### src/rtl/cusb_pkg.sv
// constants and types for the card interface selection block
package cusb_pkg;
    localparam int unsigned REF_CLK_HZ_DEF = 25000000;
    localparam int unsigned HIZ_DEADLINE_NS = 80000;
    localparam int unsigned LOW_HOLD_MS = 10;
    localparam logic [7:0] SWITCH_PROTOCOL_T = 8'h0f;
    localparam logic [7:0] SWITCH_PARAM_TWO = 8'hc0;
    // two synchroniser stages plus the pull-up's own cycle: a negative line
    // raised by the attach is only visible to the state machine after this
    localparam int unsigned ATTACH_SETTLE_CYCLES = 3;

    typedef enum logic [2:0]
    {
        CUSB_WAIT_SUPPLY = 3'b000,
        CUSB_MONITOR     = 3'b001,
        CUSB_ATTACHED    = 3'b010,
        CUSB_USB_SEL     = 3'b011,
        CUSB_LEGACY_SEL  = 3'b100,
        CUSB_ABORTED     = 3'b101
    } cusb_state_t;

    typedef enum logic [1:0]
    {
        CUSB_CMD_NONE   = 2'b00,
        CUSB_CMD_SWITCH = 2'b01,
        CUSB_CMD_OTHER  = 2'b10
    } cusb_cmd_t;

    // cycles for a time in nanoseconds, rounded down, at least one
    function automatic int unsigned cusb_cycles_floor(input int unsigned hz,
                                                      input int unsigned ns);
        longint unsigned c;
        c = (longint'(hz) * longint'(ns)) / 64'd1000000000;
        if (c == 0)
            c = 1;
        return int'(c);
    endfunction : cusb_cycles_floor

    // cycles for a time in milliseconds, rounded up, at least one
    function automatic int unsigned cusb_cycles_ceil_ms(input int unsigned hz,
                                                        input int unsigned ms);
        longint unsigned c;
        c = (longint'(hz) * longint'(ms) + 64'd999) / 64'd1000;
        if (c == 0)
            c = 1;
        return int'(c);
    endfunction : cusb_cycles_ceil_ms
endpackage : cusb_pkg

### src/rtl/cusb_select.sv
// start-up selection between legacy contact interface and chip link
`timescale 1ns/100ps
// Operation
// - both data contacts go high impedance within 80 us of stable supply.
// - attach only after 10 ms both-low hold, or after switch request.
// - attach pulls positive line high; negative high too aborts, pull-downs on.
// - card works with legacy clock stopped while reset contact is low.
// - on switch request attach before reply, stay attached through bus reset.
// - other command after reset answer: release lines, pull-downs, no reattach.
// - after switch exchange, legacy events and commands are ignored.
// - legacy command in progress completes despite a bus reset.
// - only one of legacy and USB interface is selected at a time.
// - USB selected on switch or configured; legacy on other command.
// - actions on one interface leave the other unchanged.
module cusb_select
    import cusb_pkg::*;
#(
    parameter int unsigned REF_CLK_HZ = REF_CLK_HZ_DEF,
    parameter int unsigned HIZ_CYCLES = cusb_cycles_floor(REF_CLK_HZ, HIZ_DEADLINE_NS),
    parameter int unsigned HOLD_CYCLES = cusb_cycles_ceil_ms(REF_CLK_HZ, LOW_HOLD_MS)
)
(
    input  wire logic       ref_clk,
    input  wire logic       rstn,
    input  wire logic       supply_stable,
    input  wire logic       usb_dplus_contact_in,
    input  wire logic       usb_dminus_contact_in,
    output logic            usb_dplus_contact_out,
    output logic            usb_dplus_contact_oe,
    output logic            usb_dminus_contact_out,
    output logic            usb_dminus_contact_oe,
    output logic            pulldown_en,
    input  wire logic       card_reset_contact,
    input  wire logic       legacy_cmd_valid,
    input  wire logic [7:0] legacy_cmd_protocol,
    input  wire logic [7:0] protocol_param_byte_two,
    input  wire logic       legacy_cmd_busy,
    output logic            legacy_cmd_accept,
    output logic            switch_reply_ready,
    input  wire logic       usb_bus_reset,
    input  wire logic       usb_configured,
    output logic            usb_connect_en,
    output logic            usb_selected,
    output logic            legacy_selected,
    output logic            hiz_done
);
    cusb_state_t state_r;
    cusb_state_t state_nxt;
    logic        pd_r;
    logic        pd_nxt;
    logic        sw_pend_r;
    logic        sw_pend_nxt;
    logic        hiz_r;
    logic        hiz_nxt;
    logic        dp_s;
    logic        dm_s;
    logic        hold_done;
    logic        hiz_tmo;
    logic        lines_low;
    cusb_cmd_t   cmd;
    logic [1:0]  settle_r;
    logic [1:0]  settle_nxt;
    logic        settled;
    logic [31:0] hiz_wait_r;
    logic [31:0] hiz_wait_nxt;

    // data contacts come from the far end, resync before use
    cusb_sync2 #(
        .WIDTH (2)
    ) u_sync (
        .ref_clk  (ref_clk),
        .rstn     (rstn),
        .async_in ({usb_dplus_contact_in, usb_dminus_contact_in}),
        .sync_out ({dp_s, dm_s})
    );

    assign lines_low = !dp_s && !dm_s;

    cusb_timer #(
        .TERMINAL (HOLD_CYCLES)
    ) u_hold (
        .ref_clk (ref_clk),
        .rstn    (rstn),
        .run     (state_r == CUSB_MONITOR && lines_low),
        .done    (hold_done)
    );

    cusb_timer #(
        .TERMINAL (HIZ_CYCLES)
    ) u_hiz (
        .ref_clk (ref_clk),
        .rstn    (rstn),
        .run     (supply_stable && !hiz_r),
        .done    (hiz_tmo)
    );

    // attach commits only after the negative line has come through the
    // synchroniser; leaving sooner would skip the abort check
    always_comb
    begin
        settle_nxt = '0;
        if (state_r == CUSB_ATTACHED)
        begin
            if (settled)
                settle_nxt = settle_r;
            else
                settle_nxt = settle_r + 2'h1;
        end
    end

    assign settled = (settle_r == 2'(ATTACH_SETTLE_CYCLES));

    always_ff @(posedge ref_clk or negedge rstn)
    begin
        if (!rstn)
            settle_r <= '0;
        else
            settle_r <= settle_nxt;
    end

    // release watchdog, cleared by supply loss or a finished release stage
    always_comb
    begin
        hiz_wait_nxt = hiz_wait_r;
        if (!supply_stable || hiz_r)
            hiz_wait_nxt = '0;
        else if (hiz_wait_r != '1)
            hiz_wait_nxt = hiz_wait_r + 32'h1;
    end

    always_ff @(posedge ref_clk or negedge rstn)
    begin
        if (!rstn)
            hiz_wait_r <= '0;
        else
            hiz_wait_r <= hiz_wait_nxt;
    end

    // legacy commands are ignored once USB owns the card; legacy stays usable
    // while the card reset contact is low and its clock is stopped
    always_comb
    begin
        cmd = CUSB_CMD_NONE;
        if (legacy_cmd_valid && state_r != CUSB_USB_SEL)
        begin
            if (legacy_cmd_protocol == SWITCH_PROTOCOL_T &&
                protocol_param_byte_two == SWITCH_PARAM_TWO)
                cmd = CUSB_CMD_SWITCH;
            else
                cmd = CUSB_CMD_OTHER;
        end
    end

    always_comb
    begin
        state_nxt   = state_r;
        pd_nxt      = pd_r;
        sw_pend_nxt = sw_pend_r;
        // lines are released once the stage timer reaches the HIZ_CYCLES deadline count
        hiz_nxt     = hiz_r || (supply_stable && hiz_tmo);
        case (state_r)
            CUSB_WAIT_SUPPLY:
            begin
                if (supply_stable)
                    state_nxt = CUSB_MONITOR;
            end
            CUSB_MONITOR:
            begin
                if (!supply_stable)
                    state_nxt = CUSB_WAIT_SUPPLY;
                else if (cmd == CUSB_CMD_SWITCH)
                begin
                    sw_pend_nxt = 1'b1;
                    state_nxt   = CUSB_ATTACHED;
                end
                else if (cmd == CUSB_CMD_OTHER)
                begin
                    pd_nxt    = 1'b1;
                    state_nxt = CUSB_LEGACY_SEL;
                end
                else if (hold_done)
                    state_nxt = CUSB_ATTACHED;
            end
            CUSB_ATTACHED:
            begin
                if (dm_s && !settled)
                begin
                    pd_nxt      = 1'b1;
                    sw_pend_nxt = 1'b0;
                    state_nxt   = CUSB_ABORTED;
                end
                else if (cmd == CUSB_CMD_OTHER && !sw_pend_r)
                begin
                    pd_nxt    = 1'b1;
                    state_nxt = CUSB_LEGACY_SEL;
                end
                else if (settled && (cmd == CUSB_CMD_SWITCH || sw_pend_r || usb_configured))
                begin
                    sw_pend_nxt = 1'b0;
                    state_nxt   = CUSB_USB_SEL;
                end
                else if (cmd == CUSB_CMD_SWITCH)
                    sw_pend_nxt = 1'b1;
            end
            CUSB_USB_SEL:
            begin
                // attachment holds; a bus reset does not detach
                state_nxt = CUSB_USB_SEL;
            end
            CUSB_LEGACY_SEL:
            begin
                state_nxt = CUSB_LEGACY_SEL;
            end
            CUSB_ABORTED:
            begin
                state_nxt = CUSB_ABORTED;
            end
            default:
            begin
                state_nxt = CUSB_WAIT_SUPPLY;
            end
        endcase
    end

    always_ff @(posedge ref_clk or negedge rstn)
    begin
        if (!rstn)
        begin
            state_r   <= CUSB_WAIT_SUPPLY;
            pd_r      <= 1'b0;
            sw_pend_r <= 1'b0;
            hiz_r     <= 1'b0;
        end
        else
        begin
            state_r   <= state_nxt;
            pd_r      <= pd_nxt;
            sw_pend_r <= sw_pend_nxt;
            hiz_r     <= hiz_nxt;
        end
    end

    // the card never drives the data lines itself here; attach is the
    // positive-line pull-up, handed to the phy as usb_connect_en
    assign usb_dplus_contact_out  = 1'b0;
    assign usb_dplus_contact_oe   = 1'b0;
    assign usb_dminus_contact_out = 1'b0;
    assign usb_dminus_contact_oe  = 1'b0;
    assign pulldown_en            = pd_r;
    assign usb_connect_en = (state_r == CUSB_ATTACHED || state_r == CUSB_USB_SEL);
    assign usb_selected    = (state_r == CUSB_USB_SEL);
    assign legacy_selected = (state_r == CUSB_LEGACY_SEL);
    assign hiz_done        = hiz_r;
    // reply to switch only once attached
    assign switch_reply_ready = (state_r == CUSB_ATTACHED && sw_pend_r);
    // a busy legacy command is allowed to finish regardless of bus reset
    assign legacy_cmd_accept = (state_r != CUSB_USB_SEL) || legacy_cmd_busy;

    hold_gate_a: assert property (@(posedge ref_clk) disable iff (!rstn)
        $rose(usb_connect_en) && !$past(sw_pend_nxt) |-> $past(hold_done))
        else $error("attach without low hold or switch");
    abort_pd_a: assert property (@(posedge ref_clk) disable iff (!rstn)
        state_r == CUSB_ATTACHED && dm_s && !settled |=> pulldown_en && !usb_connect_en)
        else $error("negative line high did not abort attach");
    no_reattach_a: assert property (@(posedge ref_clk) disable iff (!rstn)
        legacy_selected |=> legacy_selected && !usb_connect_en && pulldown_en)
        else $error("reattach after legacy selection");
    exclusive_a: assert property (@(posedge ref_clk) disable iff (!rstn)
        !(usb_selected && legacy_selected))
        else $error("both interfaces selected");
    stay_usb_a: assert property (@(posedge ref_clk) disable iff (!rstn)
        usb_selected ##1 usb_bus_reset |-> usb_connect_en)
        else $error("detached on bus reset");
    hiz_time_a: assert property (@(posedge ref_clk) disable iff (!rstn)
        hiz_wait_r <= HIZ_CYCLES + 1)
        else $error("high impedance deadline missed");
    switch_attach_a: assert property (@(posedge ref_clk) disable iff (!rstn)
        state_r == CUSB_MONITOR && cmd == CUSB_CMD_SWITCH && supply_stable
        |=> usb_connect_en && switch_reply_ready)
        else $error("switch request did not attach first");
    usb_ignore_a: assert property (@(posedge ref_clk) disable iff (!rstn)
        usb_selected && legacy_cmd_valid |=> usb_selected && !legacy_selected)
        else $error("legacy command seen after switch");
    commit_settle_a: assert property (@(posedge ref_clk) disable iff (!rstn)
        $rose(usb_selected) |-> $past(settled))
        else $error("attach committed before negative line was checked");
    other_legacy_a: assert property (@(posedge ref_clk) disable iff (!rstn)
        state_r == CUSB_MONITOR && supply_stable && cmd == CUSB_CMD_OTHER
        |=> legacy_selected && pulldown_en && !usb_connect_en)
        else $error("other command did not select legacy");
    hiz_keep_a: assert property (@(posedge ref_clk) disable iff (!rstn)
        hiz_done |=> hiz_done && !usb_dplus_contact_oe && !usb_dminus_contact_oe)
        else $error("data contacts driven after release");
endmodule : cusb_select

### src/rtl/cusb_sync2.sv
// two flip-flop synchroniser for pin inputs
`timescale 1ns/100ps
module cusb_sync2
    import cusb_pkg::*;
#(
    parameter int unsigned WIDTH = 1
)
(
    input  wire logic             ref_clk,
    input  wire logic             rstn,
    input  wire logic [WIDTH-1:0] async_in,
    output logic      [WIDTH-1:0] sync_out
);
    logic [WIDTH-1:0] meta_r;
    logic [WIDTH-1:0] sync_r;

    always_ff @(posedge ref_clk or negedge rstn)
    begin
        if (!rstn)
        begin
            meta_r <= '0;
            sync_r <= '0;
        end
        else
        begin
            meta_r <= async_in;
            sync_r <= meta_r;
        end
    end

    assign sync_out = sync_r;
endmodule : cusb_sync2

### src/rtl/cusb_timer.sv
// saturating cycle counter that flags when a terminal count is reached
`timescale 1ns/100ps
module cusb_timer
    import cusb_pkg::*;
#(
    parameter int unsigned TERMINAL = 16,
    parameter int unsigned WIDTH    = $clog2(TERMINAL + 1)
)
(
    input  wire logic ref_clk,
    input  wire logic rstn,
    input  wire logic run,
    output logic      done
);
    localparam logic [WIDTH-1:0] TERM_C = WIDTH'(TERMINAL);
    logic [WIDTH-1:0] cnt_r;
    logic [WIDTH-1:0] cnt_nxt;

    // dropping run restarts the count from zero
    always_comb
    begin
        cnt_nxt = cnt_r;
        if (!run)
            cnt_nxt = '0;
        else if (cnt_r != TERM_C)
            cnt_nxt = cnt_r + WIDTH'(1);
    end

    always_ff @(posedge ref_clk or negedge rstn)
    begin
        if (!rstn)
            cnt_r <= '0;
        else
            cnt_r <= cnt_nxt;
    end

    assign done = run && (cnt_r == TERM_C);
endmodule : cusb_timer

### config.mk
export PLATFORM = sky130hd
export DESIGN_NAME = cusb_select
export DESIGN_NICKNAME = d
export VERILOG_FILES = /design/src/rtl/cusb_pkg.sv /design/src/rtl/cusb_select.sv /design/src/rtl/cusb_sync2.sv /design/src/rtl/cusb_timer.sv
export SDC_FILE = /design/constraint.sdc
export NUM_CORES = 1
export LEC_CHECK = 0
export BUFFER_PORTS_ARGS = -buffer_cell sky130_fd_sc_hd__buf_2
export CORE_MARGIN = 2
export CORE_UTILIZATION = 62
export CTS_BUF_LIST = sky130_fd_sc_hd__clkbuf_4
export DETAILED_ROUTE_END_ITERATION = 6
export PLACE_DENSITY = 0.86
export SYNTH_ARGS = -nofsm -noshare
export SYNTH_HDL_FRONTEND = slang
export SYNTH_HIERARCHICAL = 1
export SYNTH_SLANG_ARGS = --single-unit
### constraint.sdc
create_clock -name ref_clk -period 4.22 [get_ports ref_clk]
set_input_delay 0.211 -clock ref_clk [delete_from_list [all_inputs] [get_ports ref_clk]]
set_output_delay 0.211 -clock ref_clk [all_outputs]
set_load 0.01 [all_outputs]
==> impl_metrics.csv <==
group,metric,value,unit
run_status,outcome,"complete, no violations",
placement,gp_congestion,0.859,
detailed_routing,ant_nets,0,
detailed_routing,vias,1884,
placement,dp_hpwl,3140,um
global_route,grt_pass1_wl,7620,um
cts,clk_latency,0.35,ns
global_route,grt_max_degree,42,
timing,tightest_slew,0.889,ns
timing,skew,0.0100,ns
synthesis,syn-instance-count,240,
setup_path,critPathKind,"reg -> reg",
timing,maxSlewHeadroom,40.7,%
cts,cts.sinks,41,
timing,fmax,437,MHz
detailed_routing,first_pass_iters,4,
die,die_w,64.7,um
layout,finalNetCount,307,
synthesis,synth_edf_count,0,
job,maxCapViolations,0,
synthesis,ys_top_cells_by_area,"dfrtp_1 (45%), a21oi_1 (3.7%), nor2_1 (3.5%)",
detailed_routing,wl_per_cell,13.5,um
setup_path,cp-end-kind,"flop",
detailed_routing,drt_iter0_drc,115,
die,die_area,0.00418,mm^2
power,p_leak,0.00107,uW
layout,utilization,71.3,%
timing,finalCritPeriodShare,54.2,%
setup_path,crit_chain,"nand2b_1 -> nor4_1 -> clkinv_1 -> nor3_1 -> o21ai_0 -> a21oi_1 -> o21ai_0 -> nand2_1",
setup_path,slowest_stage,"clkinv_1",
power,peakVddDrop,173,uV
cts,clkTransAtPathRegs,0.12,ns
synthesis,postSynth.asyncResetShare,100,%
cts,htreeDepth,2,
cts,cts_tree,"done",
timing,timing.final.max_slew_violations,0,
detailed_routing,viasPerCell,5.80,
setup_path,critPathArrivalTime,2.58,ns
placement,place_inst,314,
die,initial_core_util,63.3,%
cts,postCtsSetupBuffers,0,
layout,fillerInstances,282,
setup_path,crit_path_max_incr_delay,0.49,ns
setup_path,worstPathRequired,4.51,ns
global_route,grt-ovfl-total,0,
cts,hold_buffers,3,
layout,area_growth,12.6,%
layout,drive_above_1_share,19.1,%
timing,setup_viol,0,
synthesis,synth_area,0.00228,mm^2
min_path,hp-class,"in -> reg",
setup_path,cp_max_fo,19,
synthesis,yosysMostFrequentCell,"dfrtp_1",
synthesis,ys_seq_area_share,45.0,%
detailed_routing,routed_wl,4400,um
die,core,0.00361,mm^2
synthesis,synth.top_cells.by_count,"dfrtp_1 (41), nor2_1 (21), a21oi_1 (17), nand2_1 (17), nand3_1 (14)",
layout,diodes,0,
timing,finalHoldViolCount,0,
cts,cts-root-buf,"clkbuf_4",
cts,cts_buffers,5,
synthesis,synth_top_cell_by_area,"dfrtp_1",
synthesis,ys_types,49,
detailed_routing,drc,0,
global_route,antenna_found_initial,0,
global_route,grt_use_total,23.5,%
timing,fin_crit,2.29,ns
synthesis,post_synth.cell_area_avg,9.51,um^2
global_route,grt_pass1_vias,1790,
setup_path,crit_path_frequent_cell,"o21ai_0",
power,powerDensity,317,mW/mm^2
timing,finalSetupTns,0,ns
synthesis,ys_seq_elements,41,
cts,clockBufferDepth,2,
die,die_h,64.7,um
placement,numPortBuffers,30,
layout,stdcell_count,325,
cts,post_cts_resized,0,
synthesis,netlist.area_leader.share,45.0,%
setup_path,setup.worst_path.start_class,"flop",
synthesis,ys.flop_type,"dfrtp_1",
die,io_pins,37,
timing,rsz0062_at_grt,"false",
synthesis,yosysWarnings,6,
die,num_rows,22,
-- sequential cells by signal, indices dropped and copies added, names as in the netlist, 2 cells and up --
name and flops:
u_sync/meta_r 2, u_hiz/cnt_r 11, state_r 3, settle_r 2, u_sync/sync_out 2, u_hold/cnt_r 18
-- cell usage in the layout (no fill, tap or decap), types with 2 or more instances in the layout --
master | Yosys | routed
dfrtp_1 | 41 | 41
buf_2 | 1 | 30
nor2_1 | 21 | 21
a21oi_1 | 17 | 17
nand2_1 | 17 | 17
nand3_1 | 14 | 14
inv_1 | 12 | 12
o21ai_0 | 9 | 9
xor2_1 | 9 | 9
nor3_1 | 7 | 7
o31ai_1 | 7 | 7
nand2b_1 | 6 | 6
nor4_1 | 6 | 6
or3_1 | 6 | 6
clkbuf_4 | 0 | 6
or4_1 | 6 | 6
ha_1 | 5 | 5
xnor2_1 | 5 | 5
conb_1 | 1 | 4
nand3b_1 | 3 | 3
nand4b_1 | 3 | 3
or3b_2 | 3 | 3
mux2i_1 | 3 | 3
dlygate4sd3_1 | 0 | 3
or3_2 | 3 | 3
or2_2 | 2 | 2
or4b_4 | 2 | 2
or4b_1 | 2 | 2
nor4b_1 | 2 | 2
clkinv_1 | 1 | 2
nand4_1 | 2 | 2
-- kinds of logic after synthesis --
family / Yosys count / synth area share, %
flip-flops: 41 / 45.0
other: 1 / 0.164
multiplexers: 3 / 1.32
adder cells (fa/ha/maj): 5 / 2.74
AND/OR/NAND/NOR: 115 / 31.0
buffers and inverters: 21 / 4.17
XOR/XNOR: 14 / 5.37
AO/OA/AOI/OAI: 40 / 10.3
-- per-stage QoR --
step / instance area, um^2 / worst slack (ns) / hold slack [ns] / total power, uW
after floorplan: 2290 / 2.35 / -0.0846 / 524
after global placement: 2460 / 2.03 / 0.319 / 562
after detailed placement: 2460 / 1.99 / 0.321 / 567
after CTS: 2570 / 1.97 / 0.112 / 822
after global routing: 2570 / 1.72 / 0.117 / 861
final: 2570 / 1.93 / 0.123 / 815
-- power by group --
| group | total (uW) | internal [uW] | switching (uW) |
|---|---|---|---|
| logic | 115 | 53.9 | 61.5 |
| registers | 445 | 412 | 33.1 |
| clock network | 255 | 130 | 125 |
-- critical path, delay by kind of cell (launching register included) --
kind / cells / cell delay (ns)
buffers and inverters: 1 / 0.49
AOI/OAI and AO/OA: 3 / 0.37
DFF: 1 / 0.46
and+or+nand+nor: 4 / 0.92
-- metal layers --
layer  wire [um]  track usage (%)  vias up
li1            -                -      933
met1        1960             28.6      914
met2        2260             42.1       32
met3         132             4.69        5
met4          49             7.45        0
met5           0                0        -
-- area by class of cell --
cell class / instances / area, um^2 / share of cell area [%]
Clock inverter: 2 / 33.8 / 1.31
Sequential cell: 41 / 1030 / 39.9
Timing Repair Buffer: 33 / 180 / 7.01
Inverter: 14 / 52.6 / 2.04
Tap cell: 48 / 60.1 / 2.34
Multi-Input combinational cell: 181 / 1170 / 45.6
Clock buffer: 6 / 45.0 / 1.75
-- worst paths after layout --
check	to	slack, ns	depth (start not counted)	startpoint
max in group asynchronous	u_sync/sync_out[0]	3.14	2	rstn
worst min-delay path	hiz_done	0.12	2	supply_stable
worst min register to register	u_sync/sync_out[0]	0.37	0	u_sync/meta_r[0]
worst max register to register	state_r[1]	1.93	8	state_r[1]
worst max-delay path	state_r[1]	1.93	8	state_r[1]
min in group asynchronous	state_r[0]	0.53	2	rstn
Power figures use the tool's default switching activity.
